$ cat src/design/imudt_pkg.sv
// Overview of operation
// - set self-test flag bits 0, 1, 2 for failing x, y, z rate sensors
// - set flag bits 3, 4, 5 for failing x, y, z accelerometers; 1 is failure
// - flag register resets to 0x0000; bits 15 to 6 always read zero
// - system error bit 5 reports overall self-test result, 1 is failure
// - reading the flag register returns flags, then clears all its bits
// - a cleared flag sets again while its failure condition persists
// - temperature word is twos complement, 70 counts per degree, 0 at 25 C
// - each axis rate is 32-bit twos complement split in high and low words
// - high rate word covers +-100 deg/s at 0.005 deg/s per count
// - low rate word carries sixteen extra resolution bits below high word
// - host selects page through page register; this block lives on page 0
package imudt_pkg;
	localparam int WORD_W         = 16;
	localparam int BYTE_W         = 8;
	localparam int CNT_W          = 4;
	localparam int CMD_WR_BIT     = 15;
	localparam int ADDR_MSB       = 14;
	localparam int ADDR_LSB       = 8;
	localparam int ADDR_W         = 7;
	localparam int FLAG_W         = 6;
	localparam int AXES           = 3;
	localparam int RATE_W         = 32;
	localparam int SYS_SENSOR_BIT = 5;

	localparam logic [CNT_W-1:0]  FRAME_LAST  = 4'hF;
	localparam logic [ADDR_W-1:0] ADDR_PAGE   = 7'h00;
	localparam logic [ADDR_W-1:0] ADDR_SYSERR = 7'h08;
	localparam logic [ADDR_W-1:0] ADDR_FLAGS  = 7'h0A;
	localparam logic [ADDR_W-1:0] ADDR_TEMP   = 7'h0E;
	localparam logic [ADDR_W-1:0] ADDR_RATE_LO [AXES] =
		'{7'h10, 7'h14, 7'h18};
	localparam logic [ADDR_W-1:0] ADDR_RATE_HI [AXES] =
		'{7'h12, 7'h16, 7'h1A};

	localparam logic [WORD_W-1:0] PAGE_RST  = 16'h0000;
	localparam logic [WORD_W-1:0] PAGE_ZERO = 16'h0000;
	localparam logic [WORD_W-1:0] DATA_RST  = 16'h0000;
	localparam logic [FLAG_W-1:0] FLAGS_RST = 6'h00;
	localparam logic [RATE_W-1:0] RATE_RST  = 32'h00000000;

	typedef enum logic [1:0]
	{
		IMUDT_IDLE  = 2'b00,
		IMUDT_SHIFT = 2'b01,
		IMUDT_HOLD  = 2'b11
	} imudt_spi_state_t;

	// byte address to 16-bit word match
	function automatic logic word_hit(
		input logic [ADDR_W-1:0] a,
		input logic [ADDR_W-1:0] base
	);
		return a[ADDR_W-1:1] == base[ADDR_W-1:1];
	endfunction : word_hit
endpackage : imudt_pkg

$ cat src/design/imudt_frame_if.sv
`timescale 1ns/1ps
interface imudt_frame_if;
	import imudt_pkg::*;
	logic              frame_valid;
	logic [WORD_W-1:0] frame_word;
	logic [WORD_W-1:0] reply_word;

	modport engine (
		output frame_valid,
		output frame_word,
		input  reply_word
	);
	modport regs (
		input  frame_valid,
		input  frame_word,
		output reply_word
	);
endinterface : imudt_frame_if

$ cat src/design/imudt_regs.sv
`timescale 1ns/1ps
module imudt_regs
	import imudt_pkg::*;
(
	// clock and reset
	input  wire logic                clk_sys,
	input  wire logic                reset,
	// serial host pins
	input  wire logic                spi_cs_n,
	input  wire logic                spi_sclk,
	input  wire logic                spi_din,
	output logic                     spi_dout,
	// self-test results, held levels
	input  wire logic [FLAG_W-1:0]   selftest_fail,
	// sample stream
	input  wire logic                sample_valid,
	input  wire logic [WORD_W-1:0]   temp_sample,
	input  wire logic [RATE_W-1:0]   rate_x_sample,
	input  wire logic [RATE_W-1:0]   rate_y_sample,
	input  wire logic [RATE_W-1:0]   rate_z_sample,
	// status
	output logic                     sensor_fail,
	output logic [WORD_W-1:0]        page_select
);
	imudt_frame_if fr ();

	logic              cmd_write;
	logic [ADDR_W-1:0] cmd_addr;
	logic [BYTE_W-1:0] cmd_data;
	logic              on_page0;
	logic              rd_frame;
	logic              wr_frame;
	logic              flags_rd_clr;
	logic              sys_rd_clr;
	logic [FLAG_W-1:0] flags_reg;
	logic [FLAG_W-1:0] flags_next;
	logic              sys_fail_reg;
	logic              sys_fail_next;
	logic [WORD_W-1:0] page_reg;
	logic [WORD_W-1:0] temp_reg;
	logic [RATE_W-1:0] rate_in  [AXES];
	logic [RATE_W-1:0] rate_reg [AXES];
	logic [WORD_W-1:0] reply_reg;
	logic [WORD_W-1:0] reply_next;

	imudt_spi_engine u_engine (
		.clk_sys  (clk_sys),
		.reset    (reset),
		.spi_cs_n (spi_cs_n),
		.spi_sclk (spi_sclk),
		.spi_din  (spi_din),
		.spi_dout (spi_dout),
		.fr       (fr.engine)
	);

	assign cmd_write = fr.frame_word[CMD_WR_BIT];
	assign cmd_addr  = fr.frame_word[ADDR_MSB:ADDR_LSB];
	assign cmd_data  = fr.frame_word[BYTE_W-1:0];
	assign on_page0  = page_reg == PAGE_ZERO;
	assign rd_frame  = fr.frame_valid & ~cmd_write;
	assign wr_frame  = fr.frame_valid & cmd_write;

	assign flags_rd_clr = rd_frame & on_page0
		& word_hit(cmd_addr, ADDR_FLAGS);
	assign sys_rd_clr   = rd_frame & on_page0
		& word_hit(cmd_addr, ADDR_SYSERR);

	// set wins over clear: a failure still present survives the read
	always_comb
	begin
		flags_next = flags_reg;
		if (flags_rd_clr)
			flags_next = FLAGS_RST;
		flags_next = flags_next | selftest_fail;
	end

	always_comb
	begin
		sys_fail_next = sys_fail_reg & ~sys_rd_clr;
		sys_fail_next = sys_fail_next | (|selftest_fail);
	end

	always_ff @(posedge clk_sys or posedge reset)
	begin
		if (reset)
			flags_reg <= FLAGS_RST;
		else
			flags_reg <= flags_next;
	end

	always_ff @(posedge clk_sys or posedge reset)
	begin
		if (reset)
			sys_fail_reg <= 1'b0;
		else
			sys_fail_reg <= sys_fail_next;
	end

	assign sensor_fail = sys_fail_reg;

	// page register answers on every page; byte lane from address bit 0
	always_ff @(posedge clk_sys or posedge reset)
	begin
		if (reset)
			page_reg <= PAGE_RST;
		else if (wr_frame && word_hit(cmd_addr, ADDR_PAGE))
		begin
			if (cmd_addr[0])
				page_reg[WORD_W-1:BYTE_W] <= cmd_data;
			else
				page_reg[BYTE_W-1:0] <= cmd_data;
		end
	end

	assign page_select = page_reg;

	// measurement words move only on a sample, never on a host write
	always_ff @(posedge clk_sys or posedge reset)
	begin
		if (reset)
			temp_reg <= DATA_RST;
		else if (sample_valid)
			temp_reg <= temp_sample;
	end

	assign rate_in[0] = rate_x_sample;
	assign rate_in[1] = rate_y_sample;
	assign rate_in[2] = rate_z_sample;

	// both halves live in one flop word, so a sample never tears
	generate
		for (genvar g = 0; g < AXES; g++)
		begin : g_axis
			always_ff @(posedge clk_sys or posedge reset)
			begin
				if (reset)
					rate_reg[g] <= RATE_RST;
				else if (sample_valid)
					rate_reg[g] <= rate_in[g];
			end
		end
	endgenerate

	always_comb
	begin
		reply_next = DATA_RST;
		if (word_hit(cmd_addr, ADDR_PAGE))
			reply_next = page_reg;
		if (on_page0)
		begin
			if (word_hit(cmd_addr, ADDR_FLAGS))
				reply_next = {{(WORD_W-FLAG_W){1'b0}}, flags_reg};
			if (word_hit(cmd_addr, ADDR_SYSERR))
				reply_next = WORD_W'(sys_fail_reg) << SYS_SENSOR_BIT;
			if (word_hit(cmd_addr, ADDR_TEMP))
				reply_next = temp_reg;
			for (int i = 0; i < AXES; i++)
			begin
				if (word_hit(cmd_addr, ADDR_RATE_HI[i]))
					reply_next = rate_reg[i][RATE_W-1:WORD_W];
				if (word_hit(cmd_addr, ADDR_RATE_LO[i]))
					reply_next = rate_reg[i][WORD_W-1:0];
			end
		end
		if (cmd_write)
			reply_next = DATA_RST;
	end

	// reply stands until the next frame and goes out during that frame
	always_ff @(posedge clk_sys or posedge reset)
	begin
		if (reset)
			reply_reg <= DATA_RST;
		else if (fr.frame_valid)
			reply_reg <= reply_next;
	end

	assign fr.reply_word = reply_reg;
endmodule : imudt_regs

$ cat src/design/imudt_spi_engine.sv
`timescale 1ns/1ps
module imudt_spi_engine
	import imudt_pkg::*;
(
	// clock and reset
	input  wire logic     clk_sys,
	input  wire logic     reset,
	// serial pins
	input  wire logic     spi_cs_n,
	input  wire logic     spi_sclk,
	input  wire logic     spi_din,
	output logic          spi_dout,
	// frames to register file
	imudt_frame_if.engine fr
);
	localparam int PIN_CS   = 0;
	localparam int PIN_SCLK = 1;
	localparam int PIN_DIN  = 2;
	localparam logic [2:0] PIN_IDLE = 3'h3;

	logic [2:0]        pin_meta_reg;
	logic [2:0]        pin_sync_reg;
	logic              sclk_last_reg;
	logic              cs_n_s;
	logic              sclk_rise;
	logic              sclk_fall;
	imudt_spi_state_t  state_reg;
	logic [CNT_W-1:0]  cnt_reg;
	logic [WORD_W-1:0] rx_reg;
	logic [WORD_W-1:0] tx_reg;
	logic              dout_reg;
	logic              valid_reg;

	always_ff @(posedge clk_sys or posedge reset)
	begin
		if (reset)
		begin
			pin_meta_reg  <= PIN_IDLE;
			pin_sync_reg  <= PIN_IDLE;
			sclk_last_reg <= 1'b1;
		end
		else
		begin
			pin_meta_reg  <= {spi_din, spi_sclk, spi_cs_n};
			pin_sync_reg  <= pin_meta_reg;
			sclk_last_reg <= pin_sync_reg[PIN_SCLK];
		end
	end

	assign cs_n_s    = pin_sync_reg[PIN_CS];
	assign sclk_rise = pin_sync_reg[PIN_SCLK] & ~sclk_last_reg;
	assign sclk_fall = ~pin_sync_reg[PIN_SCLK] & sclk_last_reg;

	// a frame cut short by chip select is dropped whole
	always_ff @(posedge clk_sys or posedge reset)
	begin
		if (reset)
			state_reg <= IMUDT_IDLE;
		else
			unique case (state_reg)
				IMUDT_IDLE:
					if (!cs_n_s)
						state_reg <= IMUDT_SHIFT;
				IMUDT_SHIFT:
					if (cs_n_s)
						state_reg <= IMUDT_IDLE;
					else if (sclk_rise && cnt_reg == FRAME_LAST)
						state_reg <= IMUDT_HOLD;
				IMUDT_HOLD:
					if (cs_n_s)
						state_reg <= IMUDT_IDLE;
				default:
					state_reg <= IMUDT_IDLE;
			endcase
	end

	always_ff @(posedge clk_sys or posedge reset)
	begin
		if (reset)
		begin
			cnt_reg   <= '0;
			rx_reg    <= DATA_RST;
			valid_reg <= 1'b0;
		end
		else
		begin
			valid_reg <= state_reg == IMUDT_SHIFT && !cs_n_s
				&& sclk_rise && cnt_reg == FRAME_LAST;
			if (state_reg == IMUDT_IDLE)
				cnt_reg <= '0;
			else if (state_reg == IMUDT_SHIFT && sclk_rise)
			begin
				cnt_reg <= CNT_W'(cnt_reg + 1'b1);
				rx_reg  <= {rx_reg[WORD_W-2:0], pin_sync_reg[PIN_DIN]};
			end
		end
	end

	// reply of the previous frame goes out msb first on falling edges
	always_ff @(posedge clk_sys or posedge reset)
	begin
		if (reset)
		begin
			tx_reg   <= DATA_RST;
			dout_reg <= 1'b0;
		end
		else if (state_reg == IMUDT_IDLE && !cs_n_s)
		begin
			tx_reg   <= fr.reply_word;
			dout_reg <= fr.reply_word[WORD_W-1];
		end
		else if (state_reg == IMUDT_SHIFT && sclk_fall)
		begin
			dout_reg <= tx_reg[WORD_W-1];
			tx_reg   <= {tx_reg[WORD_W-2:0], 1'b0};
		end
	end

	assign spi_dout       = dout_reg;
	assign fr.frame_valid = valid_reg;
	assign fr.frame_word  = rx_reg;
endmodule : imudt_spi_engine

$ cat config.mk
export PLATFORM = sky130hd
export DESIGN_NAME = imudt_regs
export DESIGN_NICKNAME = d
export VERILOG_FILES = /design/src/design/imudt_pkg.sv /design/src/design/imudt_frame_if.sv /design/src/design/imudt_regs.sv /design/src/design/imudt_spi_engine.sv
export SDC_FILE = /design/constraint.sdc
export NUM_CORES = 1
export LEC_CHECK = 0
export BUFFER_PORTS_ARGS = -buffer_cell sky130_fd_sc_hd__buf_4
export CAP_MARGIN = 25
export CORE_MARGIN = 10
export CORE_UTILIZATION = 55
export CTS_BUF_LIST = sky130_fd_sc_hd__clkbuf_8
export CTS_CLUSTER_SIZE = 40
export DETAILED_ROUTE_END_ITERATION = 8
export PLACE_DENSITY = 0.78
export SETUP_SLACK_MARGIN = 0.05
export SYNTH_ARGS = -nofsm -noshare
export SYNTH_HDL_FRONTEND = slang
export SYNTH_SLANG_ARGS = --single-unit
$ cat constraint.sdc
create_clock -name clk_sys -period 7.8 [get_ports clk_sys]
set_input_delay 1.56 -clock clk_sys [delete_from_list [all_inputs] [get_ports clk_sys]]
set_output_delay 1.56 -clock clk_sys [all_outputs]
set_load 0.01 [all_outputs]
Word-level counts from Yosys, hierarchy flattened
Cells that the tools add are included.

word-level totals
  register bits after elaboration = 198
  bits of input ports = 124
  output and inout port bits = 18
  logic and storage cells = 93

operators by class
  add/sub/neg operators = 1
  eq/ne operators = 15
  multiplexer cells = 24
  bitwise operators = 16
  reductions and logical operators = 19

operators with widths
  kind                   count
  $mux W16               14
  $eq A6 B4 Y1 const B   6
  $eq A6 B3 Y1 const B   3
  $logic_not A16 Y1      1
  $and A1 B1 Y1          8
  $logic_and A1 B1 Y1    8
  $mux W2                4
  $mux W4                2
  $logic_not A6 Y1       1
  $mux W6                1
  $not A1 Y1             6
  $or A6 B6 Y6           1
  $pmux W2 S3            1
  $reduce_and A2 Y1      3
  $reduce_or A6 Y1       1
  $add A4 B1 Y4 const B  1
  $eq A4 B4 Y1 const B   1
  $reduce_bool A2 Y1     2
  $ne A3 B1 Y1 const B   1
  $reduce_and A3 Y1      1
  $eq A2 B1 Y1 const B   1
  $eq A2 B2 Y1 const B   1
  $logic_not A2 Y1       1
  $mux W1                2
  4 further kinds        4

Depth between registers and ports, before layout
Gate-level depths: netlist (run 1).

  depth in word-level cells = 13
  mapped depth = 8
  depth with buffers taken out = 5

Hierarchy
A second synthesis (run 1) with hierarchy kept.

unflattened totals
  cell total of the unflattened synthesis = 610
  area total of the unflattened synthesis = 8655.8 um^2

by module, submodules not included
  module            instances  cells an instance  area each (um^2)  sequential area each (um^2)
  imudt_regs        1          484                6762.7            3778.6
  imudt_spi_engine  1          126                1893.1            1182.4

Worst setup path after synthesis (run 1)
No wires, ideal clock.

  kind = input port to flip-flop
  from = input port sample_valid
  to = register rate_reg[0] (netlist bit)
  setup time = 125 ps
  arrival time = 2538 ps
  data required time = 7675 ps
  slack = 5137 ps
  cell stages on the path = 3
  buffers on the path = 2
  path through = clkbuf_1 clkbuf_1 mux2_2

RTL lines
  element                          RTL line           source
  from (decl)                      imudt_regs.sv:16   input wire logic sample_valid,
  to (signal, indexed assignment)  imudt_regs.sv:139  rate_reg[g] <= rate_in[g];
  to (decl)                        imudt_regs.sv:42   logic [RATE_W-1:0] rate_reg [AXES];

No word-level cell between the ends.

Worst setup path after layout (run 1)
  from = input port sample_valid
  to = register rate_reg[15] (netlist bit)

No word-level cell between the ends.

==> results of run 1 <==
## synthesized netlist by cell type, types with 3 or more instances
cell	instances	area share
a2111oi_1	3	0.0034
a211oi_1	9	0.0076
a21o_1	10	0.0085
a21oi_1	34	0.019
a221o_1	5	0.0056
a222oi_1	10	0.011
a22o_1	5	0.0049
a22oi_1	9	0.0076
a31oi_1	5	0.0035
a32oi_1	5	0.0049
buf_1	4	0.0017
buf_2	11	0.0062
buf_4	6	0.0051
buf_6	5	0.0064
clkbuf_1	18	0.0076
dfrtp_1	193	0.54
dfstp_2	5	0.015
inv_1	5	0.0021
mux2_1	8	0.010
mux2_2	146	0.19
mux2i_1	20	0.023
nand2_1	28	0.012
nand3_1	9	0.0051
nand4_1	3	0.0021
nor2_1	27	0.011
nor2_2	3	0.0021
nor2b_1	7	0.0049
nor3_1	8	0.0045
nor4_1	5	0.0035
o21ai_0	12	0.0068
o22ai_1	12	0.0085
o2bb2ai_1	8	0.0079
or2_1	3	0.0021
## area by class of cell
cell class / instances / area share
repair buffers: 147 / 0.107
clock inverters: 14 / 0.0233
clock buffers: 18 / 0.0235
flip-flops and latches: 198 / 0.471
well taps: 216 / 0.0257
inverters: 5 / 0.00250
multi-input cells: 432 / 0.347
## worst paths after layout
check | endpoint | start | cells past startpoint | slack [ns]
min in group asynchronous | u_engine.cnt_reg[3] | reset | 2 | 1.27
min reg2reg | u_engine.pin_sync_reg[0] | u_engine.pin_meta_reg[0] | 0 | 0.36
min | u_engine.pin_sync_reg[0] | u_engine.pin_meta_reg[0] | 0 | 0.36
max | rate_reg[15] | sample_valid | 3 | 4.89
max reg2reg | page_select[1] | u_engine.fr.frame_word[10] | 5 | 4.94
max in group asynchronous | rate_reg[18] | reset | 3 | 5.15
## power breakdown
group	switching [mW]	internal [mW]	total, mW
clock network	0.369	0.426	0.794
registers	0.0717	1.12	1.19
logic	0.134	0.152	0.287
## logic make-up after synthesis
| group | count (synthesis) |
|---|---|
| AOI/OAI and AO/OA | 139 |
| xor gates and xnor gates | 1 |
| adders and majority gates | 1 |
| buffers and inverters | 49 |
| DFF | 198 |
| muxes | 174 |
| and+or+nand+nor | 117 |
## critical path, stage by stage
cell    delay [ns]
buf_4         0.53
buf_4         0.69
mux2_2        0.42
## per-layer routing
| metal | track usage | routed length [um] |
|---|---|---|
| met1 | 0.273 | 9780 |
| met2 | 0.346 | 11300 |
| met3 | 0.0617 | 1760 |
| met4 | 0.0694 | 455 |
| met5 | 0 | 0 |
==> results.md, run 1 <==
- Area of the die: approximately 22000 um^2
- Final setup vio count: 0
- CTS resizes: 0
- Postcts setup bufs: 0
- Synth-to-layout area growth: 18.7%
- CTS tree: yes
- Cell Area, Placed: 10000 um^2
- Multi-input logic area: around 3700 um^2
- Crit Path Max Fanout: 57
- Syn_nets: about 800
- Clock Sink Count: a little under 200
- Largest net degree at the start of global routing: roughly 140
- Worst setup margin: 4.89 ns
- Area taken by flip-flops and latches: 4960 um^2
- Most frequent cells in the layout: dfrtp_1 (193), mux2_2 (146), buf_4 (146)
- Placed cells: 997
- Post-synthesis sequential area ratio: 0.560
- Synth cell types: between 60 and 70
- Synthesized area per cell: 13.1 um^2
- WHS: ~0.36 ns
- Syn Std Cell Area: 8860 um^2
- Mux contribution to synthesized area: 0.218
- Root Buffer: clkbuf_8
- Detailed-route via count: 6207
- Critical Path RT: 8.16 ns
- Ant diodes: 0
- WL/cell: roughly 23 um
- CP Capture Type: register
- Share of layout cells above drive strength 1: 0.431
- Clock Skew: around 0.013 ns
- Max_cap viols: 0
- Htree depth: 4
- Synth Area in Compound Gates: 0.113
- Post-Synth XOR/XNOR Area: 0.000988
- Pwr dens: 216 nW/um^2
- Clock Path Buffers: 2
- CP Class: input port to register
- Grt total ovfl: 0
- EDFF count, synth: 0
- Final Hold Fails: 0
- Initial Util: 0.560
- Power Total: 2.27 mW
- Final ANT Viol Nets: 0
- Dpl ws: 4.41 ns
- Lkg Pwr: 4.59 nW
- Util after Layout: 0.665
- Num CTS Buffers: 17
- Post-Synth Adder-Cell Area: 0.00141
- RSZ-0062 raised after global routing: false
- FMAX: 343 MHz
- Width of the die: 147 um
- I/O pin count: roughly 140
- Standard-cell row count: 46
- Hold buffer count at CTS: 0
- Worst-margin pin slew: around 1.0 ns
- Hpwl dp: 17000 um
- Fillers: 1176
- Ys Warns: 0
- Post-route cell area: between 10000 and 15000 um^2
- Asr flop ratio synth: 1.00
- PortBufs: 141
- Mapped Cells: 679
- Most used DFF post-synth: dfrtp_1
- Total GRT Usage: 0.214
- Initial antenna violation count: 0
- Residual DRC: 0
- Hold Crit Class: register to register
- Largest family of logic cells by synthesized area: multiplexers
- Final Cycle Share: 0.373
- Core area: 15800 um^2
- Global placement routability congestion: about 0.86
- Fin cells: 1030
- Simple-Gate Fraction of Synth Area: 0.0779
- Maximum vdd drop: 120 uV
- Initial drt markers: 500
- # nets final: 926
- 1st-pass router iterations: 6
- Global-route wire length before repair: 36700 um
- Post-synthesis register bit count: 198
- Die Y: 147 um
- Critical Path AT: 3.28 ns
- Final Max Tran Viols: 0
- Final setup TNS: 0 ns
- Clk slew on worst S/H paths: 0.10 ns
- Status: finished clean
- Number of global-route vias before repair: 6699
- Max reg flops: 96
- Vias per cell: 6.03
- Tmin final: 2.91 ns
- Post-Route WL: 23200 um
- Crit start category: input port
- Commonest non-fill, non-tap cell in the layout: dfrtp_1
- Relative slew slack: 0.306
- Clk_lat worst skew: 0.48 ns
No activity file was read; power rests on OpenSTA's default activity.
==> run 2, diff against run 1 <==
==> constraint.sdc (replaced) <==
create_clock -name clk_sys -period 2.8 [get_ports clk_sys]
set_input_delay 0.56 -clock clk_sys [delete_from_list [all_inputs] [get_ports clk_sys]]
set_output_delay 0.56 -clock clk_sys [all_outputs]
set_load 0.01 [all_outputs]
==> results.md, run 2 (synthesis results as in run 1) <==
- Critical Path AT: 2.79 ns (was 3.28 ns)
- CTS resizes: 0 (unchanged)
- I/O pin count: 142 (unchanged)
- Postcts setup bufs: 0 (unchanged)
- Reg2reg path depth: 5 (unchanged)
- WL/cell: 23.0 um (was 22.6 um)
- Hold path depth: 1 (was 0)
- CTS tree: yes (unchanged)
- Power Total: 6.07 mW (was 2.27 mW)
- Most frequent cells in the layout: dfrtp_1 (193), buf_4 (154), mux2_2 (146) (was dfrtp_1 (193), mux2_2 (146), buf_4 (146))
- Worst Min Path Start: spi_cs_n (was u_engine.pin_meta_reg[0])
- Status: finished clean (unchanged)
- CP Class: register to register (was input port to register)
- Clock Sink Count: 198 (unchanged)
- Initial drt markers: 531 (was 500)
- Lkg Pwr: 4.63 nW (was 4.59 nW)
- Reg2reg setup slack: 0.36 ns (was 4.94 ns)
- Crit path launch: u_engine.fr.frame_word[9] (was sample_valid)
- Vias per cell: 6.02 (was 6.03)
- Tmin final: 2.44 ns
- Clk slew on worst S/H paths: 0.10 ns (about the same)
- Final ANT Viol Nets: 0 (unchanged)
- Global placement routability congestion: 0.942 (was 0.856)
- FMAX: 409 MHz
- Area of the die: 21600 um^2 (unchanged)
- Grt total ovfl: 0 (unchanged)
- Number of global-route vias before repair: 6683 (was 6699)
- Root Buffer: clkbuf_8 (unchanged)
- Commonest non-fill, non-tap cell in the layout: dfrtp_1 (unchanged)
- Final Cycle Share: 0.873
- Ant diodes: 0 (unchanged)
- Final setup vio count: 0 (unchanged)
- Hold Crit Class: input port to register (was register to register)
- Total GRT Usage: 0.221 (was 0.214)
- Post-Route WL: 23900 um (was 23200 um)
- Crit start category: register (was input port)
- CP Capture Type: register (unchanged)
- Num CTS Buffers: 17 (unchanged)
- Critical Path RT: 3.15 ns (was 8.16 ns)
- Clock Path Buffers: 2 (unchanged)
- Max_cap viols: 0 (unchanged)
- Util after Layout: 0.666 (was 0.665)
- PortBufs: 141 (unchanged)
- Relative slew slack: 0.316 (was 0.306)
- Share of layout cells above drive strength 1: 0.436 (was 0.431)
- Pwr dens: 576 nW/um^2 (was 216 nW/um^2)
- Die Y: 147 um (unchanged)
- Width of the die: 147 um (unchanged)
- Largest net degree at the start of global routing: 93 (was 135)
- Initial antenna violation count: 0 (unchanged)
- Clk_lat worst skew: 0.47 ns (was 0.48 ns)
- Crit Path Max Fanout: 21 (was 57)
- Reg2reg start: u_engine.fr.frame_word[9] (was u_engine.fr.frame_word[10])
- Worst-margin pin slew: 1.03 ns (was 1.04 ns)
- Max reg flops: 96 (unchanged)
- Fillers: 1170 (was 1176)
- Final Max Tran Viols: 0 (unchanged)
- Hold buffer count at CTS: 0 (unchanged)
- Final Hold Fails: 0 (unchanged)
- Residual DRC: 0 (unchanged)
- Hpwl dp: 18200 um (was 17000 um)
- # nets final: 936 (was 926)
- Core area: 15800 um^2 (unchanged)
- Initial Util: 0.560 (unchanged)
- 1st-pass router iterations: 6 (unchanged)
- RSZ-0062 raised after global routing: false (unchanged)
- Global-route wire length before repair: 37900 um (was 36700 um)
- Standard-cell row count: 46 (unchanged)
- Htree depth: 4 (unchanged)
- Worst R2R End: fr.reply_word[8] (was page_select[1])
- Synth-to-layout area growth: 18.9% (was 18.7%)
- Detailed-route via count: 6256 (was 6207)
- Maximum vdd drop: 424 uV (was 120 uV)
- Clock Skew: 0.0162 ns (was 0.0126 ns)
- Hold Path End: u_engine.pin_meta_reg[0] (was u_engine.pin_sync_reg[0])
==> run 2: cell types whose count changed in the layout (fill, tap and decap cells not counted), sizes merged <==
cell / delta
clkinvlp: -2
clkinv: +1
clkbuf: +4
inv: +1
bufinv: -4
buf: +10
==> run 2: stage by stage <==
| stage | instance area (um^2) | hold WS (ns) | TNS (ns) | setup WS [ns] | std cells |
|---|---|---|---|---|---|
| 2_1_floorplan | 8870 | 0.331 | -61.04 | -0.316 | 679 |
| 3_3_place_gp | 10100 | 0.336 | 0 | 0.489 | 1008 |
| 3_5_place_dp | 10100 | 0.341 | 0 | 0.437 | 1008 |
| 4_1_cts | 10500 | 0.152 | 0 | 0.408 | 1040 |
| 5_1_grt | 10500 | 0.141 | 0 | 0.261 | 1040 |
| 6_report | 10500 | 0.184 | 0 | 0.356 | 1040 |
==> run 2: critical path, cell delays in order, from the launching register on <==
cell and delay, ns:
dfrtp_1 0.82, mux2_2 0.41, a22o_1 0.19, a222oi_1 0.44, a211oi_1 0.16, a221o_1 0.29
==> run 2: where the power goes <==
part,total [mW],switching (mW),internal [mW]
combinational,0.797,0.354,0.443
sequential,3.36,0.243,3.12
clock,1.91,0.989,0.920
==> run 2: per-layer routing <==
metal / vias to the layer above / GRT usage / wire length (um)
met5: - / 0 / 0
met2: 280 / 0.356 / 11500
met4: 0 / 0.0595 / 404
met3: 30 / 0.0611 / 1720
li1: 2790 / - / -
met1: 3156 / 0.289 / 10300
==> run 2: area by class of cell <==
class | instances | area (um^2) | area share
repair buffers | 157 | 1220 | 0.115
multi-input cells | 432 | 3650 | 0.346
clock buffers | 22 | 303 | 0.0287
clock inverters | 10 | 119 | 0.0113
flip-flops and latches | 198 | 4960 | 0.471
inverters | 5 | 22.5 | 0.00214
well taps | 216 | 270 | 0.0256
==> run 2: worst max path at each step <==
| stage | end | cells past startpoint | slack, ns |
|---|---|---|---|
| after detailed placement | fr.reply_word[8] | 5 | 0.44 |
| after global routing | fr.reply_word[7] | 5 | 0.26 |
| after global placement | fr.reply_word[9] | 5 | 0.49 |
| final | fr.reply_word[8] | 5 | 0.36 |
| after floorplan | flags_reg[0] | 1 | -0.32 |
| after CTS | fr.reply_word[8] | 5 | 0.41 |
==> run 3, diff against run 2 <==
--- a/config.mk
+++ b/config.mk
@@ -7,13 +7,13 @@
 export LEC_CHECK = 0
 export BUFFER_PORTS_ARGS = -buffer_cell sky130_fd_sc_hd__buf_4
 export CAP_MARGIN = 25
+export CORE_ASPECT_RATIO = 0.6
 export CORE_MARGIN = 10
-export CORE_UTILIZATION = 55
+export CORE_UTILIZATION = 53
 export CTS_BUF_LIST = sky130_fd_sc_hd__clkbuf_8
 export CTS_CLUSTER_SIZE = 40
 export DETAILED_ROUTE_END_ITERATION = 8
 export PLACE_DENSITY = 0.78
-export SETUP_SLACK_MARGIN = 0.05
 export SYNTH_ARGS = -nofsm -noshare
 export SYNTH_HDL_FRONTEND = slang
 export SYNTH_SLANG_ARGS = --single-unit
==> constraint.sdc (replaced) <==
create_clock -name clk_sys -period 2.1 [get_ports clk_sys]
set_input_delay 0.42 -clock clk_sys [delete_from_list [all_inputs] [get_ports clk_sys]]
set_output_delay 0.42 -clock clk_sys [all_outputs]
set_load 0.01 [all_outputs]
==> results.md, run 3 (synthesis results as in run 1) <==
- Num CTS Buffers: 17 (unchanged)
- Number of global-route vias before repair: 7083 (was 6683)
- Initial antenna violation count: 0 (unchanged)
- Final Max Tran Viols: 0 (unchanged)
- Worst-margin pin slew: 0.589 ns (was 1.03 ns)
- WHS: 0.0429 ns (was 0.184 ns)
- Vias per cell: 6.00 (was 6.02)
- RSZ-0062 raised after global routing: true (was false)
- Hpwl dp: 19600 um (was 18200 um)
- Clock Path Buffers: 2 (unchanged)
- Initial drt markers: 666 (was 531)
- FMAX: 474 MHz (was 409 MHz)
- Dpl ws: -0.00557 ns (was 0.437 ns)
- Global placement routability congestion: 0.981 (was 0.942)
- Logic gate share of total power: 0.149 (was 0.131)
- Violated checks: setup timing
- Core area: 16300 um^2 (was 15800 um^2)
- Tmin final: 2.11 ns (was 2.44 ns)
- Most frequent cells in the layout: buf_4 (197), dfrtp_1 (192), mux2_2 (143) (was dfrtp_1 (193), buf_4 (154), mux2_2 (146))
- Grt met1 use: 0.308 (was 0.289)
- # nets final: 990 (was 936)
- Root Buffer: clkbuf_8 (unchanged)
- Maximum vdd drop: 357 uV (was 424 uV)
- Grt total ovfl: 0 (unchanged)
- Max_cap viols: 0 (unchanged)
- Hold Crit Class: input port to register (unchanged)
- WL/cell: 22.8 um (was 23.0 um)
- Standard-cell row count: 36 (was 46)
- Residual DRC: 0 (unchanged)
- CTS tree: yes (unchanged)
- Initial Util: 0.544 (was 0.560)
- Detailed-route via count: 6641 (was 6256)
- Lkg Pwr: 4.94 nW (was 4.63 nW)
- Crit start category: register (unchanged)
- Commonest non-fill, non-tap cell in the layout: buf_4 (was dfrtp_1)
- Final Cycle Share: 1.00 (was 0.873)
- Width of the die: 187 um (was 147 um)
- Clock Sink Count: 198 (unchanged)
- Reg power frac: 0.551 (was 0.554)
- Final ANT Viol Nets: 0 (unchanged)
- Status: finished with violations (was finished clean)
- Cell Int Power: 5.90 mW (was 4.48 mW)
- Util after Layout: 0.679 (was 0.666)
- Critical Path AT: 2.48 ns (was 2.79 ns)
- Total GRT Usage: 0.224 (was 0.221)
- Largest net degree at the start of global routing: 74 (was 93)
- Die Y: 120 um (was 147 um)
- Final setup vio count: 1 (was 0)
- M2 GR Usage: 0.331 (was 0.356)
- Global route hottest layer: met2 (unchanged)
- Clk pwr share: 0.300 (was 0.315)
- Clk_lat worst skew: 0.48 ns (was 0.47 ns)
- Pwr dens: 732 nW/um^2 (was 576 nW/um^2)
- Synth-to-layout area growth: 25.0% (was 18.9%)
- Htree depth: 4 (unchanged)
- Clk slew on worst S/H paths: 0.10 ns (about the same)
- CP Class: register to register (unchanged)
- Clock Skew: 0.0144 ns (was 0.0162 ns)
- Critical Path RT: 2.47 ns (was 3.15 ns)
- Net Sw Frac: 0.272 (was 0.261)
- Post-Route WL: 25200 um (was 23900 um)
- 1st-pass router iterations: 5 (was 6)
- I/O pin count: 142 (unchanged)
- Ant diodes: 0 (unchanged)
- Global-route wire length before repair: 39800 um (was 37900 um)
- Relative slew slack: 0.607 (was 0.316)
- Worst setup margin: -0.00928 ns (was 0.356 ns)
- Crit Path Max Fanout: 7 (was 21)
- PortBufs: 141 (unchanged)
- Routing usage on met3: 0.0841 (was 0.0611)
- Max reg flops: 96 (unchanged)
- Share of layout cells above drive strength 1: 0.481 (was 0.436)
- Final Hold Fails: 0 (unchanged)
- Area of the die: 22500 um^2 (was 21600 um^2)
- Switching power: 2.21 mW (was 1.59 mW)
- CP Capture Type: register (unchanged)
[run 3: path summary, 6_finish.rpt]
kind | cells past startpoint | slack, ns | from | endpoint
max | 6 | -0.009 | u_engine.fr.frame_word[9] | fr.reply_word[10]
min reg2reg | 0 | 0.36 | u_engine.pin_meta_reg[2] | u_engine.pin_sync_reg[2]
min in group asynchronous | 3 | 0.51 | reset | fr.reply_word[4]
max reg2reg | 6 | -0.009 | u_engine.fr.frame_word[9] | fr.reply_word[10]
min | 1 | 0.04 | spi_cs_n | u_engine.pin_meta_reg[0]
max in group asynchronous | 5 | 0.87 | reset | rate_reg[10]
[run 3: through the flow]
stage / cells / power (mW) / area (um^2) / setup TNS [ns]
3_5_place_dp: 1068 / 5.70 / 10600 / -0.00557
5_1_grt: 1106 / 8.46 / 11100 / -0.0612
2_1_floorplan: 679 / 5.14 / 8870 / -170.26
6_report: 1106 / 8.11 / 11100 / -0.00928
4_1_cts: 1102 / 8.11 / 11000 / 0
3_3_place_gp: 1068 / 5.63 / 10600 / 0
[run 3: final cells by class]
type,count,area (um^2)
timing repair buffer,211,1720
sequential,198,4960
clock buffer,17,234
inverter,5,22.5
multi-input combinational,432,3700
clock inverter,15,151
fill,1251,5230
tap,228,285
[run 3: routing by layer]
layer	wire, um	vias up
met5	0	-
met4	325	0
met3	2640	35
met2	11100	355
met1	11200	3347
li1	-	2904
[run 3: power groups by stage]
stage | clock network (mW) | logic, mW | registers (mW)
floorplan | 0 | 0.750 | 4.39
global placement | 0 | 1.13 | 4.50
detailed placement | 0 | 1.17 | 4.53
CTS | 2.47 | 1.19 | 4.45
global route | 2.66 | 1.30 | 4.51
finish | 2.44 | 1.21 | 4.46
[run 3: repair_timing]
action                                  in CTS  in global routing
cloned                                       0                  0
buffers inserted                             1                  4
hold buffers                                 1                  0
hold endpoints to repair                     9                  0
pin swaps                                    2                  6
gates resized for setup                      2                 13
endpoints found under the setup margin       1                 13
[run 3: worst max-delay path, stage by stage (launching register included)]
cell,delay [ns]
dfrtp_1,0.42
buf_6,0.17
mux2_4,0.30
a22o_1,0.22
a222oi_1,0.42
a211oi_1,0.17
a221o_1,0.29
